==> src/sac_pkg.sv <==
// sac_pkg: constants, types and register map of the 10-bit sar converter
// control block; assumes an apb master on pclk and an analog front end
// (sample switch, dac, comparator, channel mux) outside this block.
package sac_pkg;
    localparam int RES_BITS = 10;
    localparam int CHAN_BITS = 4;
    localparam int ADDR_BITS = 12;
    // printed offsets are not word aligned: kept as indices, byte = 4 * index
    localparam logic [7:0] IDX_CONTROL_STATUS = 8'h70;
    localparam logic [7:0] IDX_RESULT_HIGH = 8'h71;
    localparam logic [7:0] IDX_RESULT_LOW = 8'h72;
    localparam logic [7:0] IDX_PIN_LEVEL = 8'h73;
    localparam logic [7:0] CSR_RESET = 8'h00;
    localparam logic [7:0] RESULT_RESET = 8'h00;
    localparam int BIT_DONE = 7;
    localparam int BIT_SPEED = 6;
    localparam int BIT_ON = 5;
    localparam logic [1:0] DIV_SLOW_LAST = 2'h3;
    localparam logic [1:0] DIV_FAST_LAST = 2'h1;
    localparam int SAMPLE_TICKS = 4;
    localparam logic [3:0] MSB_INDEX = 4'h9;

    typedef struct packed {
        logic speed;
        logic conv_on;
        logic [CHAN_BITS-1:0] channel_select;
    } sac_csr_t;

    typedef enum logic [1:0] {
        ST_IDLE = 2'b00,
        ST_SAMPLE = 2'b01,
        ST_CONVERT = 2'b10
    } sac_state_t;
endpackage : sac_pkg

==> src/sac_adc_ctrl.sv <==
// sac_adc_ctrl: apb register slave and successive approximation sequencer
// assumes a comparator that reports input above the driven dac code and an
// analog mux steered by channel_select; all inputs synchronous to pclk.
`timescale 1ns/100ps
module sac_adc_ctrl
    import sac_pkg::*;
#(
    parameter int SAMPLE_LEN = SAMPLE_TICKS
)
(
    input wire logic pclk,
    input wire logic presetn,
    input wire logic psel,
    input wire logic penable,
    input wire logic pwrite,
    input wire logic [ADDR_BITS-1:0] paddr,
    input wire logic [31:0] pwdata,
    output logic [31:0] prdata,
    output logic pready,
    output logic pslverr,
    input wire logic halt_mode,
    input wire logic cmp_above,
    input wire logic [15:0] pin_level,
    output logic converter_power,
    output logic sample_hold,
    output logic [RES_BITS-1:0] dac_code,
    output logic [CHAN_BITS-1:0] channel_select
);
    sac_csr_t csr_reg;
    sac_state_t state_reg;
    logic done_reg;
    logic [RES_BITS-1:0] result_reg;
    logic [RES_BITS-1:0] trial_reg;
    logic [3:0] bit_idx_reg;
    logic [7:0] samp_cnt_reg;
    logic [1:0] div_reg;
    logic [31:0] prdata_reg;
    logic pready_reg;
    logic pslverr_reg;
    logic power_reg;

    function automatic logic [7:0] reg_index(input logic [ADDR_BITS-1:0] a);
        reg_index = a[9:2];
    endfunction : reg_index

    function automatic logic mapped(input logic [ADDR_BITS-1:0] a);
        logic [7:0] i;
        i = reg_index(a);
        mapped = (a[1:0] == 2'h0) && (a[ADDR_BITS-1:10] == '0)
            && (i >= IDX_CONTROL_STATUS) && (i <= IDX_PIN_LEVEL);
    endfunction : mapped

    // one wait state: prdata is loaded in the first access cycle
    logic access_first;
    logic fire;
    logic wr_csr;
    logic rd_high;
    logic chan_change;
    logic run;
    logic tick;
    logic done_set;
    logic [RES_BITS-1:0] kept;
    logic [7:0] rd_byte;

    assign access_first = psel && penable && !pready_reg;
    assign fire = psel && penable && pready_reg;
    assign wr_csr = fire && pwrite && mapped(paddr)
        && (reg_index(paddr) == IDX_CONTROL_STATUS);
    assign rd_high = fire && !pwrite && mapped(paddr)
        && (reg_index(paddr) == IDX_RESULT_HIGH);
    assign chan_change = wr_csr
        && (pwdata[CHAN_BITS-1:0] != csr_reg.channel_select);
    // halt powers down regardless of converter_on; wait has no input here
    assign run = csr_reg.conv_on && !halt_mode;
    assign tick = (div_reg == (csr_reg.speed ? DIV_FAST_LAST
        : DIV_SLOW_LAST));
    // comparator decides the bit under trial; saturates naturally at the ends
    assign kept = cmp_above ? trial_reg
        : (trial_reg & ~(RES_BITS'(1) << bit_idx_reg));
    assign done_set = run && !chan_change && (state_reg == ST_CONVERT)
        && tick && (bit_idx_reg == 4'h0);

    always_comb
    begin
        rd_byte = 8'h00;
        unique case (reg_index(paddr))
            IDX_CONTROL_STATUS: rd_byte = {done_reg, csr_reg.speed,
                csr_reg.conv_on, 1'b0, csr_reg.channel_select};
            IDX_RESULT_HIGH: rd_byte = result_reg[RES_BITS-1:2];
            IDX_RESULT_LOW: rd_byte = {6'h00, result_reg[1:0]};
            IDX_PIN_LEVEL: rd_byte = pin_level[7:0];
            default: rd_byte = 8'h00;
        endcase
    end

    always_ff @(posedge pclk or negedge presetn)
    begin
        if (!presetn)
        begin
            pready_reg <= 1'b0;
            pslverr_reg <= 1'b0;
            prdata_reg <= 32'h0000_0000;
        end
        else
        begin
            pready_reg <= access_first;
            pslverr_reg <= access_first && !mapped(paddr);
            if (access_first && !pwrite && mapped(paddr))
            begin
                if (reg_index(paddr) == IDX_PIN_LEVEL)
                    prdata_reg <= {16'h0000, pin_level};
                else
                    prdata_reg <= {24'h000000, rd_byte};
            end
            else if (access_first)
                prdata_reg <= 32'h0000_0000;
        end
    end

    // control fields; bit 7 and the reserved bit are never stored
    always_ff @(posedge pclk or negedge presetn)
    begin
        if (!presetn)
            csr_reg <= sac_csr_t'({CSR_RESET[BIT_SPEED], CSR_RESET[BIT_ON],
                CSR_RESET[CHAN_BITS-1:0]});
        else if (wr_csr)
        begin
            csr_reg.speed <= pwdata[BIT_SPEED];
            csr_reg.conv_on <= pwdata[BIT_ON];
            csr_reg.channel_select <= pwdata[CHAN_BITS-1:0];
        end
    end

    // done: set wins over a coincident clear; only polled, no interrupt
    always_ff @(posedge pclk or negedge presetn)
    begin
        if (!presetn)
            done_reg <= 1'b0;
        else if (done_set)
            done_reg <= 1'b1;
        else if (rd_high || wr_csr)
            done_reg <= 1'b0;
    end

    always_ff @(posedge pclk or negedge presetn)
    begin
        if (!presetn)
            div_reg <= 2'h0;
        else if (!run || chan_change || tick)
            div_reg <= 2'h0;
        else
            div_reg <= div_reg + 2'h1;
    end

    // sequencer: sample window, then one compare per bit, msb first
    always_ff @(posedge pclk or negedge presetn)
    begin
        if (!presetn)
        begin
            state_reg <= ST_IDLE;
            trial_reg <= '0;
            bit_idx_reg <= 4'h0;
            samp_cnt_reg <= 8'h00;
        end
        else if (!run)
        begin
            state_reg <= ST_IDLE;
            trial_reg <= '0;
            bit_idx_reg <= 4'h0;
        end
        else if (chan_change)
        begin
            state_reg <= ST_SAMPLE;
            samp_cnt_reg <= 8'h00;
            trial_reg <= '0;
        end
        else
        begin
            unique case (state_reg)
                ST_IDLE:
                begin
                    state_reg <= ST_SAMPLE;
                    samp_cnt_reg <= 8'h00;
                end
                ST_SAMPLE:
                    if (tick)
                    begin
                        if (samp_cnt_reg == 8'(SAMPLE_LEN - 1))
                        begin
                            state_reg <= ST_CONVERT;
                            bit_idx_reg <= MSB_INDEX;
                            trial_reg <= RES_BITS'(1) << MSB_INDEX;
                        end
                        else
                            samp_cnt_reg <= samp_cnt_reg + 8'h01;
                    end
                ST_CONVERT:
                    if (tick)
                    begin
                        if (bit_idx_reg == 4'h0)
                        begin
                            // continuous: straight back to sampling
                            state_reg <= ST_SAMPLE;
                            samp_cnt_reg <= 8'h00;
                            trial_reg <= '0;
                        end
                        else
                        begin
                            bit_idx_reg <= bit_idx_reg - 4'h1;
                            trial_reg <= kept
                                | (RES_BITS'(1) << (bit_idx_reg - 4'h1));
                        end
                    end
                default:
                    state_reg <= ST_IDLE;
            endcase
        end
    end

    // result is not latched against reads; a slow reader sees mixed halves
    always_ff @(posedge pclk or negedge presetn)
    begin
        if (!presetn)
            result_reg <= {RESULT_RESET, 2'b00};
        else if (done_set)
            result_reg <= kept;
    end

    always_ff @(posedge pclk or negedge presetn)
    begin
        if (!presetn)
            power_reg <= 1'b0;
        else
            power_reg <= run;
    end

    assign prdata = prdata_reg;
    assign pready = pready_reg;
    assign pslverr = pslverr_reg;
    assign converter_power = power_reg;
    // only the sampling code has bit 0 set, so this stays a plain flop output
    assign sample_hold = state_reg[0];
    assign dac_code = trial_reg;
    assign channel_select = csr_reg.channel_select;
endmodule : sac_adc_ctrl

==> config.mk <==
export PLATFORM = sky130hd
export DESIGN_NAME = sac_adc_ctrl
export DESIGN_NICKNAME = d
export VERILOG_FILES = /design/src/sac_pkg.sv /design/src/sac_adc_ctrl.sv
export SDC_FILE = /design/constraint.sdc
export NUM_CORES = 1
export LEC_CHECK = 0
export ABC_CLOCK_PERIOD_IN_PS = 5600
export BUFFER_PORTS_ARGS = -buffer_cell sky130_fd_sc_hd__buf_2
export CAP_MARGIN = 5
export CORE_ASPECT_RATIO = 0.6
export CORE_MARGIN = 5
export CORE_UTILIZATION = 39
export CTS_CLUSTER_DIAMETER = 100
export DETAILED_ROUTE_END_ITERATION = 10
export PLACE_DENSITY = 0.74
export SYNTH_ARGS = -nofsm -noshare
export SYNTH_HDL_FRONTEND = slang
export SYNTH_SLANG_ARGS = --single-unit
==> constraint.sdc <==
create_clock -name pclk -period 5.6 [get_ports pclk]
set_input_delay 1.12 -clock pclk [delete_from_list [all_inputs] [get_ports pclk]]
set_output_delay 1.12 -clock pclk [all_outputs]
set_load 0.02 [all_outputs]
==> results of run 1 <==
==> through the flow <==
| step | util | setup slack (ps) | cells |
|---|---|---|---|
| after floorplan | - | 2540 | 390 |
| after global placement | 0.451 | 2110 | 542 |
| after detailed placement | 0.451 | 2060 | 542 |
| after CTS | 0.484 | 2410 | 558 |
| after global routing | 0.484 | 2190 | 558 |
| final | 0.484 | 2370 | 558 |
==> cell type report <==
| class | instances | area share |
|---|---|---|
| Multi-Input combinational cell | 269 | 0.415 |
| Clock inverter | 5 | 0.00804 |
| Sequential cell | 62 | 0.369 |
| Clock buffer | 11 | 0.0601 |
| Timing Repair Buffer | 78 | 0.0952 |
| Tap cell | 112 | 0.0333 |
| Inverter | 21 | 0.0188 |
==> routing by layer <==
metal	vias to the layer above	GRT usage	share of wire
li1	1445	-	-
met1	1495	0.253	0.47
met2	153	0.246	0.41
met3	24	0.0602	0.096
met4	0	0.0623	0.020
met5	-	0	0
==> Yosys cell counts, drive strengths merged, types with 2 or more instances <==
master / number
nand4b: 3
or4: 3
nor3: 8
or3: 4
mux4: 2
and2: 3
xnor2: 5
o21a: 3
nand2b: 4
dfrtp: 62
a31oi: 5
o22ai: 2
o21ai: 35
a21oi: 17
nor4: 4
inv: 21
o31ai: 2
nor2b: 5
a22o: 15
clkbuf: 16
nand2: 31
o211ai: 5
nor2: 19
mux2i: 9
ha: 11
a211oi: 2
mux2: 7
and3: 2
buf: 22
nand3: 23
nand4: 3
a2bb2oi: 2
xor2: 5
==> worst reg2reg max path, stage by stage (launching register included) <==
cell	delay, ps
dfrtp_1	390
ha_1	260
or4b_1	480
or4_4	480
o22ai_4	250
nand2_1	300
or4_4	660
o21ai_1	170
==> cells by family after synthesis <==
family	share of synthesized area
simple gates	0.169
compound gates	0.183
flops	0.438
buf+inv	0.0841
mux	0.0604
fa+ha+maj	0.0389
xor+xnor	0.0247
other cells	0.00106
==> power groups by stage <==
stage | clock network [mW] | registers (mW) | logic (mW)
3_3_place_gp | 0 | 0.457 | 0.0535
3_5_place_dp | 0 | 0.457 | 0.0551
5_1_grt | 0.562 | 0.449 | 0.0613
2_1_floorplan | 0 | 0.459 | 0.0337
4_1_cts | 0.542 | 0.449 | 0.0551
6_report | 0.529 | 0.450 | 0.0545
==> worst min path at each step <==
stage	to	slack, ps	depth (start not counted)
2_1_floorplan	done_reg$_DFFE_PN0P_	470	2
4_1_cts	prdata[9]$_DFFE_PN0P_	500	1
3_3_place_gp	prdata[4]$_DFFE_PN0P_	480	1
3_5_place_dp	prdata[4]$_DFFE_PN0P_	480	1
5_1_grt	prdata[3]$_DFFE_PN0P_	520	1
6_report	prdata[2]$_DFFE_PN0P_	500	1
==> impl_metrics.toml, run 1 <==
[routing]
routed_wl_um = 9510
dr.first_iter.drc_count = 253
vias = 3117
vias_per_cell = 5.59
drc = 0
ant_nets = 0
drtPass1Iterations = 5
post_drt_wl_per_cell_um = 17.0

[sta]
worst_pin_slew_ps = 891
holdWs_ps = 501
max_freq_ghz = 0.310
finalSetupTns_ps = 0
min_period_ps = 3230
setup_viol = 0
slew_headroom = 0.401
period_share = 0.577
final_max_slew_viol_count = 0
hold_viol = 0
rsz0062_at_grt = "no"
finClkSkew_ps = 7.54

[setup_path]
worstPathRequired_ps = 5850
cp-end-kind = "flop"
cp.depth = 7
path_buf_inv = 1
cp_top_family = "simple AND/OR/NAND/NOR gates"
cpMaxStageDelayCell = "nor4_1"
arrival_ps = 3480
worstPathCellList = "buf_2, xor2_1, nor4_1, or4_1, and2_1, nand3_1, o31ai_1"
rr_startpoint = "samp_cnt_reg[0]$_DFFE_PN0P_"
crit_type = "input pin to flop"
regToRegEndpoint = "dac_code[6]$_DFFE_PN0P_"
startpoint = "pwdata[2]"
rr_worst_depth = 7
crit_end = "samp_cnt_reg[0]$_DFFE_PN0P_"
r2r_slack_ps = 2530
setup.worst_path.start_class = "input pin"
cpPeakStageDelay_ps = 780
crit_fanout = 10

[cells_and_area]
largest_reg_flops = 16
fillCellCount = 829
antenna_cells = 0
final-seq-area_sq_um = 1550
multi_input_area_sq_um = 1750
area_delta_synth_final_pct = 18.8
fin_area_sq_um = 4200
drive_gt1_frac = 0.242
mostFrequentLayoutCells = "74 x buf_2, 62 x dfrtp_1, 31 x nand2_1, 28 x o21ai_0, 23 x nand3_1"
final_common_cell = "buf_2"
nNetsFinal = 519

[global_route]
grt-ovfl-total = 0
grt_max_degree = 63
grt_pass1_wl_um = 15700
grt_pass1_vias = 3086
grt_usage = 0.177
antenna_found_initial = 0

[power]
switching_share = 0.236
p_comb_frac = 0.053
report.power.total_mw = 1.03
ir_drop_v = 0.000166
p_sw_mw = 0.244
pwr-share-clk = 0.512
leakage_nw = 2.06
power.density_nw_per_um2 = 246
p_int_mw = 0.789
pwr-share-seq = 0.435

[floorplan]
placeableCoreArea_sq_um = 8690
core.rowCount = 26
die_w_um = 133
start_util = 0.408
ios = 117
dieArea_sq_um = 11100
die_h_um = 83.8

[synthesis]
ys_ff_latch = 62
synth_largest_area_cell = "dfrtp_1"
syn_inst = 375
ys_types = 53
syn_area_sq_um = 3540
synth-main-ff-cell = "dfrtp_1"
synth-edff-count = 0
avgSynthCellArea_sq_um = 9.44
yosys_warnings = 0
synth_top_cells_by_area = "dfrtp_1 44%, buf_4 4.2%, o21ai_0 4.0%"
synth_top_area_frac = 0.438
yosysSeqAreaShare = 0.438
async_reset_ff_frac = 1.00

[clock_tree]
cts.sinks = 62
hold_buffers = 0
cts_tree = "done"
cts_root_buf = "clkbuf_16"
path_clk_slew_ps = 60
postCtsSetupRepairBufs = 0
clk-insertion-delay-late_ps = 340
cts_max_path_buffers = 2
cts_resized = 0
cts_max_level = 3
numCtsBuffers = 9

[job]
cap_violations = 0

[placed_design]
placed_cell_area_sq_um = 3920
dp_hpwl_um = 7020
port_buffers = 74
place.gp.congestion = 0.914

[outcome]
status = "finished, final reports clean"

[min_path]
min_from = "prdata[2]$_DFFE_PN0P_"
hp-class = "flop to flop"
(Power assumes the default switching activity.)
==> inputs of run 2 (changes only) <==
--- a/config.mk
+++ b/config.mk
@@ -5,7 +5,7 @@
 export SDC_FILE = /design/constraint.sdc
 export NUM_CORES = 1
 export LEC_CHECK = 0
-export ABC_CLOCK_PERIOD_IN_PS = 5600
+export ABC_CLOCK_PERIOD_IN_PS = 3400
 export BUFFER_PORTS_ARGS = -buffer_cell sky130_fd_sc_hd__buf_2
 export CAP_MARGIN = 5
 export CORE_ASPECT_RATIO = 0.6
==> constraint.sdc (replaced) <==
create_clock -name pclk -period 3.4 [get_ports pclk]
set_input_delay 0.68 -clock pclk [delete_from_list [all_inputs] [get_ports pclk]]
set_output_delay 0.68 -clock pclk [all_outputs]
set_load 0.02 [all_outputs]
==> run 2 against run 1 <==
  * Setup slack worse by 1800 ps
  * Clock skew is 1.8 ps lower
  * Die area stayed put
  * Combinational power is 70% higher
  * Critical path type is now flop to flop
  * Sequential cell count stayed put
  * Wire length is 3.1% higher
  * Total power is 70% higher
  * Via count is 0.35% higher
  * Highest routed layer unchanged
  * Cell area is 1.7% higher
  * Largest cell class unchanged
==> impl_metrics.toml, run 2 (synthesis gave the netlist of run 1 again) <==
[cells_and_area]
nNetsFinal = 526
final_common_cell = "buf_2"
mostFrequentLayoutCells = "74 x buf_2, 62 x dfrtp_1, 31 x nand2_1, 28 x o21ai_0, 23 x nand3_1"
final_cells = 565
largest_reg_flops = 16
antenna_cells = 0
area_delta_synth_final_pct = 20.8
drive_gt1_frac = 0.254
fillCellCount = 800

[sta]
max_freq_ghz = 0.358
worst_pin_slew_ps = 797
slew_headroom = 0.469
rsz0062_at_grt = "no"
period_share = 0.821
final_max_slew_viol_count = 0
min_period_ps = 2790
setup_viol = 0
hold_viol = 0
finClkSkew_ps = 5.75
finalSetupTns_ps = 0

[setup_path]
path_buf_inv = 0
rr_startpoint = "samp_cnt_reg[0]$_DFFE_PN0P_"
r2r_slack_ps = 610
setup.worst_path.start_class = "flop"
worstPathRequired_ps = 3660
timing.critical_path.mode_cell = "or4_4"
crit_fanout = 7
cp_top_family = "simple AND/OR/NAND/NOR gates"
cp.depth = 7
rr_worst_depth = 7
cpMaxStageDelayCell = "or4_4"
regToRegEndpoint = "dac_code[1]$_DFFE_PN0P_"
cp-end-kind = "flop"
crit_type = "flop to flop"
arrival_ps = 3050
cpPeakStageDelay_ps = 580
worstPathCellList = "ha_1, or4b_1, or4_4, o22ai_4, nand2_1, or4_4, o21ai_1"
crit_end = "dac_code[1]$_DFFE_PN0P_"
startpoint = "samp_cnt_reg[0]$_DFFE_PN0P_"

[floorplan]
placeableCoreArea_sq_um = 8690
start_util = 0.408
die_w_um = 133
core.rowCount = 26
dieArea_sq_um = 11100
die_h_um = 83.8
ios = 117

[placed_design]
dp_cells = 549
place.gp.congestion = 0.906
dp_hpwl_um = 7190
port_buffers = 74

[power]
report.power.total_mw = 1.75
ir_drop_v = 0.000223
power.density_nw_per_um2 = 410
leakage_nw = 2.11

[routing]
vias_per_cell = 5.54
post_drt_wl_per_cell_um = 17.4
routed_wl_um = 9810
drtPass1Iterations = 5
ant_nets = 0
dr.first_iter.drc_count = 332
drc = 0
vias = 3128

[global_route]
grt-ovfl-total = 0
grt_usage = 0.184
grt_pass1_wl_um = 16300
grt_pass1_vias = 3119
grt_max_degree = 63
antenna_found_initial = 0

[clock_tree]
cts.sinks = 62
hold_buffers = 0
path_clk_slew_ps = 50
cts_tree = "done"
numCtsBuffers = 9
cts_root_buf = "clkbuf_16"
cts_resized = 0
postCtsSetupRepairBufs = 0
cts_max_level = 3
cts_max_path_buffers = 2
clk-insertion-delay-late_ps = 340

[outcome]
status = "finished, final reports clean"

[job]
cap_violations = 0

[min_path]
hp-class = "flop to flop"
hold_depth = 1
run 2: cell type report:
type	count	area, sq um	area share
Clock buffer	14	294	0.0688
Tap cell	112	140	0.0328
Timing Repair Buffer	85	453	0.106
Multi-Input combinational cell	269	1750	0.408
Clock inverter	2	12.5	0.00293
Inverter	21	78.8	0.0184
Sequential cell	62	1550	0.363
run 2: stage by stage:
stage                util  area, sq um  setup WS [ps]  hold WS (ps)
floorplan               -         3600            785           384
global placement    0.457         3970            465           484
detailed placement  0.457         3970            366           487
CTS                 0.492         4280            627           502
global route        0.492         4280            480           529
finish              0.492         4280            609           496
run 2: per-layer routing:
| layer | up-vias | GRT usage | wire (um) |
|---|---|---|---|
| met4 | 0 | 0.0547 | 134 |
| met1 | 1535 | 0.261 | 4600 |
| met3 | 14 | 0.0669 | 891 |
| met5 | - | 0 | 0 |
| li1 | 1454 | - | - |
| met2 | 125 | 0.262 | 4180 |
run 2: worst min-delay path by stage:
stage,from,endpoint,slack (ps)
floorplan,presetn,bit_idx_reg[0]$_DFFE_PN0P_,380
global placement,prdata[8]$_DFFE_PN0P_,prdata[8]$_DFFE_PN0P_,480
global route,prdata[12]$_DFFE_PN0P_,prdata[12]$_DFFE_PN0P_,530
finish,prdata[8]$_DFFE_PN0P_,prdata[8]$_DFFE_PN0P_,500
CTS,prdata[9]$_DFFE_PN0P_,prdata[9]$_DFFE_PN0P_,500
detailed placement,prdata[12]$_DFFE_PN0P_,prdata[12]$_DFFE_PN0P_,490
run 2: report_power, final:
group / internal [mW] / total, mW / switching [mW]
Combinational: 0.0306 / 0.0927 / 0.0621
Sequential: 0.740 / 0.741 / 0.000562
Clock: 0.591 / 0.918 / 0.327
Total: 1.36 / 1.75 / 0.390
==> inputs of run 3 (changes only) <==
--- a/config.mk
+++ b/config.mk
@@ -5,7 +5,8 @@
 export SDC_FILE = /design/constraint.sdc
 export NUM_CORES = 1
 export LEC_CHECK = 0
-export ABC_CLOCK_PERIOD_IN_PS = 3400
+export ABC_AREA = 1
+export ABC_CLOCK_PERIOD_IN_PS = 2870
 export BUFFER_PORTS_ARGS = -buffer_cell sky130_fd_sc_hd__buf_2
 export CAP_MARGIN = 5
 export CORE_ASPECT_RATIO = 0.6
==> constraint.sdc (replaced) <==
create_clock -name pclk -period 2.87 [get_ports pclk]
set_input_delay 0.574 -clock pclk [delete_from_list [all_inputs] [get_ports pclk]]
set_output_delay 0.574 -clock pclk [all_outputs]
set_load 0.02 [all_outputs]
==> run 3 against run 2 <==
  * Area after synthesis grew 7.1%
  * Wire length down 0.21%
  * Sequential share of layout area decreased by 2.0 points
  * Setup slack better by 140 ps
  * Global-route usage decreased by 1.8 points
  * Non-clock buffer count decreased by 5
  * First-iteration DRC count shrank 20%
  * Register-to-register slack better by 140 ps
  * Fmax rose by 32%
==> impl_metrics.toml, run 3 <==
[routing]
post_drt_wl_per_cell_um = 13.7
drtPass1Iterations = 4
routed_wl_um = 9790
ant_nets = 0
vias_per_cell = 4.93
vias = 3527
drc = 0
dr.first_iter.drc_count = 266

[synthesis]
yosysMostFrequentCell = "nand2_1"
synth_top_cells_by_area = "dfrtp_1 41%, nand2_1 16%, inv_1 6.3%"
synth_top_area_frac = 0.409
syn_inst = 505
synth-edff-count = 0
avgSynthCellArea_sq_um = 7.50
ys_types = 39
syn_area_sq_um = 3790
synth_largest_area_cell = "dfrtp_1"
yosysSeqAreaShare = 0.409
async_reset_ff_frac = 1.00
ys_ff_latch = 62
synth-main-ff-cell = "dfrtp_1"
synth_common_cells = "162 x nand2_1, 64 x inv_1, 62 x dfrtp_1"
yosys_warnings = 0

[clock_tree]
cts_root_buf = "clkbuf_16"
clk-insertion-delay-late_ps = 330
cts_max_path_buffers = 2
hold_buffers = 0
cts_resized = 0
numCtsBuffers = 9
cts_tree = "done"
path_clk_slew_ps = 60
cts_max_level = 3
postCtsSetupRepairBufs = 0
cts.sinks = 62

[cells_and_area]
fin_area_sq_um = 4530
final_common_cell = "nand2_1"
area_delta_synth_final_pct = 19.5
fillCellCount = 902
drive_gt1_frac = 0.209
postLayoutCoreUtil = 0.486
mostFrequentLayoutCells = "162 x nand2_1, 74 x buf_2, 64 x inv_1, 62 x dfrtp_1, 31 x nor2_1"
multi_input_area_sq_um = 1840
largest_reg_flops = 16
final-seq-area_sq_um = 1550
antenna_cells = 0
nNetsFinal = 658

[setup_path]
crit_fanout = 6
cp-end-kind = "flop"
cpPeakStageDelay_ps = 470
crit_type = "flop to flop"
worstPathRequired_ps = 3090
timing.critical_path.mode_cell = "nand2_1"
cpMaxStageDelayCell = "dfrtp_1"
setup.worst_path.start_class = "flop"
worstPathCellList = "inv_1, ha_1, inv_1, nor2_2, nand2_1, nor2_1, nor3_1, nand2_1, nand3_1, nand2_1"
arrival_ps = 2340

[sta]
max_freq_ghz = 0.471
rsz0062_at_grt = "no"
slew_headroom = 0.639
finClkSkew_ps = 5.65
period_share = 0.739
min_period_ps = 2120
final_max_slew_viol_count = 0
worst_pin_slew_ps = 538
finalSetupTns_ps = 0
setup_viol = 0
hold_viol = 0

[floorplan]
placeableCoreArea_sq_um = 9320
ios = 117
start_util = 0.406
dieArea_sq_um = 11900
die_w_um = 137
die_h_um = 86.4
core.rowCount = 27

[min_path]
hp-class = "input pin to asynchronous set/reset pin"

[power]
pwr-share-clk = 0.521
p_int_mw = 1.59
pwr-share-seq = 0.425
power.density_nw_per_um2 = 462
p_sw_mw = 0.501
switching_share = 0.239
ir_drop_v = 0.000253
leakage_nw = 2.48
p_comb_frac = 0.054

[placed_design]
place.gp.congestion = 0.902
placed_cell_area_sq_um = 4230
dp_hpwl_um = 7390
port_buffers = 74

[global_route]
grt_pass1_vias = 3291
grt_usage = 0.166
grt_pass1_wl_um = 15800
grt-ovfl-total = 0
antenna_found_initial = 0
grt_max_degree = 63

[outcome]
status = "finished, final reports clean"

[job]
cap_violations = 0
run 3: metal layers:
layer / up-vias / routed length (um) / track usage / part of all wire
met1: 1662 / 4590 / 0.232 / 0.47
met2: 129 / 4340 / 0.248 / 0.44
met5: - / 0 / 0 / 0
met4: 0 / 54 / 0.0462 / 0.0055
met3: 9 / 806 / 0.0551 / 0.082
li1: 1727 / - / - / -
run 3: final cells by class:
| cell class | instances | share of cell area |
|---|---|---|
| Sequential cell | 62 | 0.343 |
| Inverter | 67 | 0.0555 |
| Tap cell | 130 | 0.0359 |
| Clock buffer | 9 | 0.0497 |
| Multi-Input combinational cell | 360 | 0.406 |
| Clock inverter | 7 | 0.0163 |
| Timing Repair Buffer | 80 | 0.0945 |
run 3: power by group through the flow:
| stage | clock [mW] | sequential, mW | combinational (mW) |
|---|---|---|---|
| after floorplan | 0 | 0.904 | 0.0667 |
| after global placement | 0 | 0.903 | 0.109 |
| after detailed placement | 0 | 0.904 | 0.112 |
| after global routing | 1.15 | 0.889 | 0.127 |
| after CTS | 1.10 | 0.888 | 0.113 |
| final | 1.09 | 0.889 | 0.113 |
run 3: logic make-up (layout without fill, tap and decap cells):
group / Yosys count / after routing / share of synthesized area
buffers and inverters: 98 / 163 / 0.121
and+or+nand+nor: 265 / 265 / 0.313
xor gates and xnor gates: 6 / 6 / 0.0159
AOI/OAI and AO/OA: 58 / 58 / 0.0918
muxes: 4 / 4 / 0.0119
DFF: 62 / 62 / 0.409
other: 1 / 16 / 0.000989
adders and majority gates: 11 / 11 / 0.0363
run 3: worst paths after layout:
check                      cells after the start                  startpoint                    endpoint  slack, ps
max reg2reg                                   10  bit_idx_reg[0]$_DFFE_PN0P_  bit_idx_reg[2]$_DFFE_PN0P_        750
min reg2reg                                    1       prdata[4]$_DFFE_PN0P_       prdata[4]$_DFFE_PN0P_        480
min                                            2                     presetn       prdata[5]$_DFFE_PN0P_        240
max                                           10  bit_idx_reg[0]$_DFFE_PN0P_  bit_idx_reg[2]$_DFFE_PN0P_        750
max in group asynchronous                      2                     presetn     dac_code[5]$_DFFE_PN0P_       2350
min in group pclk                              2                   pwdata[5]      csr_reg[4]$_DFFE_PN0P_        480
run 3: through the flow:
step	worst slack [ps]	hold slack (ps)	total power, mW	std cells
finish	749	237	2.09	715
global route	504	282	2.17	715
CTS	790	264	2.10	715
detailed placement	673	459	1.02	699
global placement	726	456	1.01	699
floorplan	1110	278	0.971	520
run 3: critical path: cells and delay by family, from the launching register on:
family	cells	cell delay [ps]
simple gates	7	1050
flops	1	470
buf+inv	2	270
fa+ha+maj	1	210
